===== src/common/bps_pkg.sv =====
package bps_pkg;

    // placement of the status word in configuration space
    localparam logic [11:0] STATUS_OFFSET     = 12'h006;
    localparam logic [11:0] STATUS_DWORD_ADDR = 12'h004;
    localparam logic [15:0] STATUS_RESET      = 16'h0010;

    // byte lanes of the aligned dword that carry the status word
    localparam int unsigned STATUS_LANE_LO = 2;
    localparam int unsigned STATUS_LANE_HI = 3;

    // status word bit positions
    localparam int unsigned POISON_DETECTED_BIT   = 15;
    localparam int unsigned ERROR_MESSAGE_BIT     = 14;
    localparam int unsigned UNSUPPORTED_CPL_BIT   = 13;
    localparam int unsigned ABORT_CPL_RX_BIT      = 12;
    localparam int unsigned ABORT_CPL_TX_BIT      = 11;
    localparam int unsigned SELECT_TIMING_MSB     = 10;
    localparam int unsigned SELECT_TIMING_LSB     = 9;
    localparam int unsigned POISONED_DATA_BIT     = 8;
    localparam int unsigned BACK_TO_BACK_BIT      = 7;
    localparam int unsigned RESERVED_6_BIT        = 6;
    localparam int unsigned HIGH_SPEED_BIT        = 5;
    localparam int unsigned CAPABILITY_LIST_BIT   = 4;
    localparam int unsigned INTERRUPT_PENDING_BIT = 3;

    // fixed read values of the select timing and capability list fields
    localparam logic [1:0] SELECT_TIMING_VALUE = 2'h0;
    localparam logic       CAPABILITY_LIST_VALUE = 1'b1;

    // index of each sticky flag inside the flag bank
    localparam int unsigned FLAG_COUNT         = 6;
    localparam int unsigned FLAG_POISON        = 0;
    localparam int unsigned FLAG_ERROR_MESSAGE = 1;
    localparam int unsigned FLAG_UNSUPPORTED   = 2;
    localparam int unsigned FLAG_ABORT_RX      = 3;
    localparam int unsigned FLAG_ABORT_TX      = 4;
    localparam int unsigned FLAG_POISONED_DATA = 5;

    // configuration access sequencing
    typedef enum logic [0:0] {
        BPS_IDLE   = 1'b0,
        BPS_ANSWER = 1'b1
    } bps_access_type;

endpackage : bps_pkg


===== src/bps_flag_bank.sv =====
`timescale 1ns/1ns

// bank of sticky flags: set by hardware events, cleared by software
module bps_flag_bank #(
    parameter int unsigned WIDTH = 6
) (
    // clock and reset
    input  wire logic             ref_clk,
    input  wire logic             reset,
    // per-flag set and clear strobes
    input  wire logic [WIDTH-1:0] set_vec,
    input  wire logic [WIDTH-1:0] clear_vec,
    // held flags
    output logic      [WIDTH-1:0] flags
);

    logic [WIDTH-1:0] flags_r;
    logic [WIDTH-1:0] flags_nxt;

    // set beats clear
    // the set term is ored in after the clear, so a coincident event
    // survives the clearing write
    always_comb begin
        flags_nxt = (flags_r & ~clear_vec) | set_vec;
    end

    always_ff @(posedge ref_clk) begin
        if (reset) begin
            flags_r <= '0;
        end else begin
            flags_r <= flags_nxt;
        end
    end

    assign flags = flags_r;

endmodule : bps_flag_bank


===== src/bps_status_reg.sv =====
`timescale 1ns/1ns

// Behaviour
// - 16-bit status at 06h, resets 0010h
// - error flags sticky, other bits read-only
// - bit 15 set on any poisoned TLP
// - bit 14 set on error message if enabled
// - bit 13 set on unsupported-request completion
// - bit 12 set on completer-abort completion received
// - bit 11 set when completer abort returned
// - bit 8 poisoned data, gated by enable
// - bits 10:9 always read 00b
// - bits 7, 6, 5, 2:0 read zero
// - bit 4 always reads one
// - bit 3 always reads zero
// - two command enables, reset zero, are inputs
module bps_status_reg #(
    parameter int unsigned ADDR_WIDTH = 12
) (
    // clock and reset
    input  wire logic                  ref_clk,
    input  wire logic                  reset,
    // configuration access port
    input  wire logic                  cfg_req,
    input  wire logic                  cfg_write,
    input  wire logic [ADDR_WIDTH-1:0] cfg_addr,
    input  wire logic [3:0]            cfg_byte_en,
    input  wire logic [31:0]           cfg_wdata,
    output logic                       cfg_ack,
    output logic      [31:0]           cfg_rdata,
    output logic                       cfg_unmapped,
    // command register enables
    input  wire logic                  error_report_enable,
    input  wire logic                  poison_response_enable,
    // primary link events, one-cycle pulses
    input  wire logic                  poisoned_tlp_rx,
    input  wire logic                  error_message_tx,
    input  wire logic                  unsupported_cpl_rx,
    input  wire logic                  abort_cpl_rx,
    input  wire logic                  abort_cpl_tx,
    input  wire logic                  poisoned_cpl_rx,
    input  wire logic                  write_poisoned,
    // status view
    output logic      [15:0]           primary_link_status,
    output logic                       error_flag_any
);

    localparam int unsigned FW = bps_pkg::FLAG_COUNT;

    // assemble the 16-bit status word from the sticky flags
    function automatic logic [15:0] build_status(
        input logic [FW-1:0] f
    );
        logic [15:0] s;
        s = 16'h0000;
        s[bps_pkg::POISON_DETECTED_BIT] = f[bps_pkg::FLAG_POISON];
        s[bps_pkg::ERROR_MESSAGE_BIT]   = f[bps_pkg::FLAG_ERROR_MESSAGE];
        s[bps_pkg::UNSUPPORTED_CPL_BIT] = f[bps_pkg::FLAG_UNSUPPORTED];
        s[bps_pkg::ABORT_CPL_RX_BIT]    = f[bps_pkg::FLAG_ABORT_RX];
        s[bps_pkg::ABORT_CPL_TX_BIT]    = f[bps_pkg::FLAG_ABORT_TX];
        s[bps_pkg::POISONED_DATA_BIT]   = f[bps_pkg::FLAG_POISONED_DATA];
        s[bps_pkg::SELECT_TIMING_MSB:bps_pkg::SELECT_TIMING_LSB] =
            bps_pkg::SELECT_TIMING_VALUE;
        s[bps_pkg::BACK_TO_BACK_BIT] = 1'b0;
        s[bps_pkg::RESERVED_6_BIT]   = 1'b0;
        s[bps_pkg::HIGH_SPEED_BIT]   = 1'b0;
        s[2:0]                       = 3'h0;
        s[bps_pkg::CAPABILITY_LIST_BIT] = bps_pkg::CAPABILITY_LIST_VALUE;
        s[bps_pkg::INTERRUPT_PENDING_BIT] = 1'b0;
        return s;
    endfunction : build_status

    // pick the flag bits out of a 16-bit write-one mask
    function automatic logic [FW-1:0] mask_to_flags(
        input logic [15:0] m
    );
        logic [FW-1:0] f;
        f = '0;
        f[bps_pkg::FLAG_POISON]        = m[bps_pkg::POISON_DETECTED_BIT];
        f[bps_pkg::FLAG_ERROR_MESSAGE] = m[bps_pkg::ERROR_MESSAGE_BIT];
        f[bps_pkg::FLAG_UNSUPPORTED]   = m[bps_pkg::UNSUPPORTED_CPL_BIT];
        f[bps_pkg::FLAG_ABORT_RX]      = m[bps_pkg::ABORT_CPL_RX_BIT];
        f[bps_pkg::FLAG_ABORT_TX]      = m[bps_pkg::ABORT_CPL_TX_BIT];
        f[bps_pkg::FLAG_POISONED_DATA] = m[bps_pkg::POISONED_DATA_BIT];
        return f;
    endfunction : mask_to_flags

    // expand two byte enables into a 16-bit lane mask
    function automatic logic [15:0] lane_mask(
        input logic be_hi,
        input logic be_lo
    );
        return {{8{be_hi}}, {8{be_lo}}};
    endfunction : lane_mask

    // address of the status dword at this bus width
    localparam logic [ADDR_WIDTH-1:0] STATUS_ADDR =
        ADDR_WIDTH'(bps_pkg::STATUS_DWORD_ADDR);

    // true when an access falls on the dword holding the status word;
    // the low two address bits pick a byte and lanes do that job here
    function automatic logic status_addr_match(
        input logic [ADDR_WIDTH-1:0] a
    );
        return a[ADDR_WIDTH-1:2] == STATUS_ADDR[ADDR_WIDTH-1:2];
    endfunction : status_addr_match

    // access protocol as seen from the requester:
    // - a request is taken on the first edge that sees it while idle
    // - the answer cycle follows; acknowledge stands for that one cycle
    //   and read data is already registered when it is sampled
    // - the requester drops its request at the acknowledge edge, so the
    //   machine is idle again before any new request can be seen
    // - the status word sits in the upper half of its dword; the lower
    //   half belongs to the command word, which lives outside this block,
    //   so it always reads zero here
    // - a write clears flags at the taking edge, while a read returns
    //   the flags as they stood before that edge

    // access sequencing state
    bps_pkg::bps_access_type state_r;
    bps_pkg::bps_access_type state_nxt;

    // decoded access
    logic          accept;
    logic          addr_hit;
    logic          write_hit;
    logic [15:0]   clear_mask;
    logic [FW-1:0] clear_vec;

    // qualified events and held flags
    logic [FW-1:0] set_vec;
    logic [FW-1:0] flags;
    logic [15:0]   status_word;

    // registered answer
    logic [31:0]   rdata_r;
    logic [31:0]   rdata_nxt;
    logic          unmapped_r;
    logic          unmapped_nxt;
    logic          any_r;
    logic          any_nxt;

    // status at offset 06h
    // a request is taken only from idle, so a request still held in the
    // answer cycle is not taken a second time
    always_comb begin
        accept    = cfg_req && (state_r == bps_pkg::BPS_IDLE);
        addr_hit  = status_addr_match(cfg_addr);
        write_hit = accept && cfg_write && addr_hit;
    end

    // next access state: one answer cycle per accepted request
    always_comb begin
        state_nxt = state_r;
        case (state_r)
            bps_pkg::BPS_IDLE: begin
                if (accept) begin
                    state_nxt = bps_pkg::BPS_ANSWER;
                end
            end
            bps_pkg::BPS_ANSWER: begin
                state_nxt = bps_pkg::BPS_IDLE;
            end
            default: begin
                state_nxt = bps_pkg::BPS_IDLE;
            end
        endcase
    end

    // access state register
    always_ff @(posedge ref_clk) begin
        if (reset) begin
            state_r <= bps_pkg::BPS_IDLE;
        end else begin
            state_r <= state_nxt;
        end
    end

    // acknowledge stands for the single answer cycle
    always_comb begin
        cfg_ack = (state_r == bps_pkg::BPS_ANSWER);
    end

    // write one clears
    // only enabled byte lanes may clear; a zero bit or a disabled lane
    // leaves its flag alone, so a partial write cannot wipe other flags
    always_comb begin
        clear_mask = cfg_wdata[31:16] &
            lane_mask(cfg_byte_en[bps_pkg::STATUS_LANE_HI],
                      cfg_byte_en[bps_pkg::STATUS_LANE_LO]);
        clear_vec = '0;
        if (write_hit) begin
            clear_vec = mask_to_flags(clear_mask);
        end
    end

    // event qualification, one set strobe per flag
    always_comb begin
        set_vec = '0;
        set_vec[bps_pkg::FLAG_POISON] = poisoned_tlp_rx;
        set_vec[bps_pkg::FLAG_ERROR_MESSAGE] =
            error_message_tx && error_report_enable;
        set_vec[bps_pkg::FLAG_UNSUPPORTED] = unsupported_cpl_rx;
        set_vec[bps_pkg::FLAG_ABORT_RX] = abort_cpl_rx;
        set_vec[bps_pkg::FLAG_ABORT_TX] = abort_cpl_tx;
        set_vec[bps_pkg::FLAG_POISONED_DATA] =
            (poisoned_cpl_rx || write_poisoned) && poison_response_enable;
    end

    bps_flag_bank #(
        .WIDTH (FW)
    ) bps_flag_bank_i (
        .ref_clk   (ref_clk),
        .reset     (reset),
        .set_vec   (set_vec),
        .clear_vec (clear_vec),
        .flags     (flags)
    );

    // fixed fields are filled in by the builder
    always_comb begin
        status_word = build_status(flags);
    end

    // read data for the accepted request; other accesses read zero
    always_comb begin
        rdata_nxt = rdata_r;
        if (accept) begin
            if (addr_hit && !cfg_write) begin
                rdata_nxt = {status_word, 16'h0000};
            end else begin
                rdata_nxt = 32'h0000_0000;
            end
        end
    end

    // read data register, held until the next accepted request
    always_ff @(posedge ref_clk) begin
        if (reset) begin
            rdata_r <= 32'h0000_0000;
        end else begin
            rdata_r <= rdata_nxt;
        end
    end

    // an access off the status dword is flagged rather than answered
    // with data; the flag holds until the next accepted request
    always_comb begin
        unmapped_nxt = unmapped_r;
        if (accept) begin
            unmapped_nxt = !addr_hit;
        end
    end

    // unmapped register
    always_ff @(posedge ref_clk) begin
        if (reset) begin
            unmapped_r <= 1'b0;
        end else begin
            unmapped_r <= unmapped_nxt;
        end
    end

    // summary of the held flags, one cycle behind them
    always_comb begin
        any_nxt = |flags;
    end

    // summary register
    always_ff @(posedge ref_clk) begin
        if (reset) begin
            any_r <= 1'b0;
        end else begin
            any_r <= any_nxt;
        end
    end

    // outputs
    assign cfg_rdata           = rdata_r;
    assign cfg_unmapped        = unmapped_r;
    assign primary_link_status = status_word;
    assign error_flag_any      = any_r;

endmodule : bps_status_reg


===== config.mk =====
export PLATFORM = sky130hd
export DESIGN_NAME = bps_status_reg
export DESIGN_NICKNAME = d
export VERILOG_FILES = /design/src/common/bps_pkg.sv /design/src/bps_flag_bank.sv /design/src/bps_status_reg.sv
export SDC_FILE = /design/constraint.sdc
export NUM_CORES = 1
export LEC_CHECK = 0
export BUFFER_PORTS_ARGS = -buffer_cell sky130_fd_sc_hd__buf_2
export CAP_MARGIN = 40
export CORE_MARGIN = 2
export CORE_UTILIZATION = 32
export CTS_CLUSTER_DIAMETER = 100
export DETAILED_ROUTE_END_ITERATION = 12
export HOLD_SLACK_MARGIN = 0.02
export PLACE_DENSITY = 0.79
export SLEW_MARGIN = 10
export SYNTH_ARGS = -nofsm -noshare
export SYNTH_HDL_FRONTEND = slang
export SYNTH_SLANG_ARGS = --single-unit

===== constraint.sdc =====
create_clock -name ref_clk -period 1.81 [get_ports ref_clk]
set_input_delay 0.2715 -clock ref_clk [delete_from_list [all_inputs] [get_ports ref_clk]]
set_output_delay 0.2715 -clock ref_clk [all_outputs]
set_load 0.01 [all_outputs]

==> results by group <==
Setup path
  • Worst setup path category: reg2reg
  • Max incr delay on CP: 0.58 ns
  • Crit path max fanout: 7
  • FF-to-FF End: cfg_rdata[31]$_SDFFE_PP0N_
  • Crit end category: register
  • Cell Chain, Critical Path: or4b_1 > nor4_4 > a22o_1
  • Reg2Reg Setup Slack: 0.27 ns
  • CP arrival: 1.77 ns
  • Slowest cell on the critical path: or4b_1
  • Reg-to-Reg Start: cfg_ack$_SDFF_PP0_
  • Reg2Reg Depth: 3
  • Critical path startpoint category: register
  • Worst EP required: 2.04 ns

Floorplanning
  • Die footprint: 3300 sq um
  • Initial core utilization: 33.4%
  • Die H: 57.4 microns
  • Total core area: 2730 sq um
  • Number of I/O pins: 112
  • Die width: 57.4 microns
  • Core Rows: 19

Drt
  • Wirelength per Cell: 10.0 microns
  • Final wirelength: 1.76 mm
  • DR pass1 iterations: 2
  • DR iter-0 viols: 25
  • ANT nets after route: 0
  • Via/cell ratio: 4.30
  • Drc violations: 0
  • Via Count: 753

Synthesis
  • Yosys reg bits: 16
  • Share of the synthesized area in the top cell type: 35.1%
  • Synth top area cells: dfxtp_1 (35%), buf_4 (29%), a22o_1 (5.8%)
  • Post-synth top cells: buf_4 (35), dfxtp_1 (16), a22o_1 (6)
  • Gate Count Post-Synth: 97
  • Synth Warn #: 0
  • Sequential element share of the synthesized area: 35.1%
  • Area leader, netlist: dfxtp_1
  • Main synth FF type: dfxtp_1
  • Post-synth ARST share: 0%
  • Cell area after synthesis: 913 sq um
  • Syn avg cell area: 9.42 sq um
  • Most common cell in the netlist: buf_4
  • Post-synth cell types: 23
  • EDFF count, synth: 0

Timing
  • Final period util: 85.2%
  • Slew Viols, Final: 0
  • RSZ-0062 raised after global routing: no
  • Setup TNS Final: 0 ns
  • Final Setup Violations: 0
  • Post-route minimum period: 1.54 ns
  • Maximum clock rate: 648 MHz
  • Final worst setup slack: 0.267 ns
  • Worst Skew: 0.000417 ns
  • Hold Vio Cnt, Final: 0

Hold path
  • Hold Path Sink: bps_flag_bank_i.flags[0]$_SDFF_PP0_
  • Worst Hold Depth: 2
  • Hold/Removal Path Class: in2reg
  • Hold_sp: cfg_wdata[31]

Power
  • Pleak: 0.594 nW
  • IR drop worst, VDD: 0.000468 V
  • P per Cell Area: 638 nW/um^2
  • Total power: 0.685 mW

Final layout
  • Area grow syn2layout: 17.4%
  • Ant diodes: 0
  • Layout fillers: 274
  • Layout Cells excl Fill: 175
  • Ratio of cells with drive above 1 in the final layout: 38.9%
  • Final Util: 39.2%
  • FF+latch area: 320 sq um
  • Multi-input logic area: 435 sq um
  • Final nets: 207

Global route
  • Total gr overflow: 0
  • Global-route wire length before repair: 2.66 mm
  • Total track usage: 10.3%
  • Number of global-route vias before repair: 617
  • Largest net degree at the start of global routing: 11
  • Initial antenna violation count: 0

CTS
  • CTS HTree Levels: 1
  • PostCTS Resize Cnt: 0
  • Clock Latency Late Sink: 0.28 ns
  • Reg clk slew, reported paths: 0.08 ns
  • Post-CTS setup buffers: 0
  • CTS root buf: clkbuf_4
  • CTS tree: yes
  • CTS sink cnt: 16
  • Clock Path Buffers: 2
  • CTS Buf Count: 3
  • Hold_buf cts: 0

Run status
  • Status: finished, final reports clean

Place
  • Place WS: 0.122 ns
  • Dpl hpwl: 1.49 mm
  • DP Cell Count: 172
  • Port buffer count: 45
  • GP Congestion: 0.773

Flow run
  • # Max-Cap Violations: 0
==> power breakdown <==
group	switching (mW)	internal, mW	leakage [nW]
combinational	0.0790	0.0511	0.448
sequential	0.0125	0.366	0.132
clock	0.0986	0.0771	0.0138
total	0.190	0.495	0.594
==> final cells by class <==
type | count | area share (%)
Sequential cell | 16 | 29.9
Clock buffer | 3 | 2.10
Timing Repair Buffer | 47 | 22.4
Inverter | 4 | 1.40
Multi-Input combinational cell | 74 | 40.6
Tap cell | 31 | 3.62
==> worst max-delay path: cells and delay by family (launching register included) <==
| family | cells | cell delay [ns] |
|---|---|---|
| AO/OA/AOI/OAI | 1 | 0.19 |
| flip-flops | 1 | 0.35 |
| AND/OR/NAND/NOR | 2 | 0.95 |
==> through the flow <==
| stage | hold slack (ns) | area, sq um |
|---|---|---|
| after global routing | 0.154 | 1070 |
| final | 0.168 | 1070 |
| after CTS | 0.163 | 1070 |
| after global placement | 0.448 | 1050 |
| after floorplan | 0.371 | 1040 |
| after detailed placement | 0.447 | 1050 |
==> how the worst max path moves through the flow <==
stage / to / startpoint / slack (ns)
after global routing: cfg_rdata[31]$_SDFFE_PP0N_ / cfg_ack$_SDFF_PP0_ / 0.17
final: cfg_rdata[31]$_SDFFE_PP0N_ / cfg_ack$_SDFF_PP0_ / 0.27
after floorplan: cfg_rdata[24]$_SDFFE_PP0N_ / cfg_addr[9] / 0.36
after CTS: cfg_rdata[27]$_SDFFE_PP0N_ / cfg_ack$_SDFF_PP0_ / 0.26
after global placement: cfg_rdata[31]$_SDFFE_PP0N_ / cfg_addr[9] / 0.14
after detailed placement: cfg_rdata[27]$_SDFFE_PP0N_ / cfg_addr[9] / 0.12
==> flip-flops by register name, indices dropped and copies added, names as in the netlist <==
register / flops
bps_flag_bank_i.flags: 6
cfg_ack: 1
cfg_rdata: 7
cfg_unmapped: 1
error_flag_any: 1
==> layer usage <==
| layer | global-route usage (%) | vias up | routed length, microns |
|---|---|---|---|
| met5 | 0 | - | 0 |
| li1 | - | 366 | - |
| met1 | 11.8 | 340 | 625 |
| met4 | 4.98 | 0 | 31 |
| met2 | 17.9 | 43 | 887 |
| met3 | 2.49 | 4 | 213 |
==> kinds of logic (layout without fill, tap and decap cells) <==
family | Yosys count | count (layout) | synth area share, %
flip-flops | 16 | 16 | 35.1
AO/OA/AOI/OAI | 21 | 21 | 17.1
other | 2 | 35 | 0.822
buffers and inverters | 40 | 54 | 30.8
AND/OR/NAND/NOR | 18 | 18 | 16.2
==> layout by cell type, fill, tap and decap left out <==
cell type / synthesis / final
a211oi_1: 2 / 2
a21boi_0: 1 / 1
a21o_2: 1 / 1
a21oi_1: 2 / 2
a22o_1: 6 / 6
a31oi_1: 4 / 4
buf_2: 0 / 45
buf_4: 35 / 2
clkbuf_4: 0 / 3
conb_1: 2 / 35
dfxtp_1: 16 / 16
inv_1: 4 / 4
nand2b_1: 1 / 1
nand4b_1: 1 / 1
nor2_1: 5 / 5
nor2b_1: 2 / 2
nor3_1: 1 / 1
nor4_1: 2 / 2
nor4_4: 2 / 2
o21a_1: 1 / 1
o21bai_1: 4 / 4
or2b_2: 1 / 1
or4_4: 2 / 2
or4b_1: 1 / 1
No activity file was read; power rests on OpenSTA's default activity.
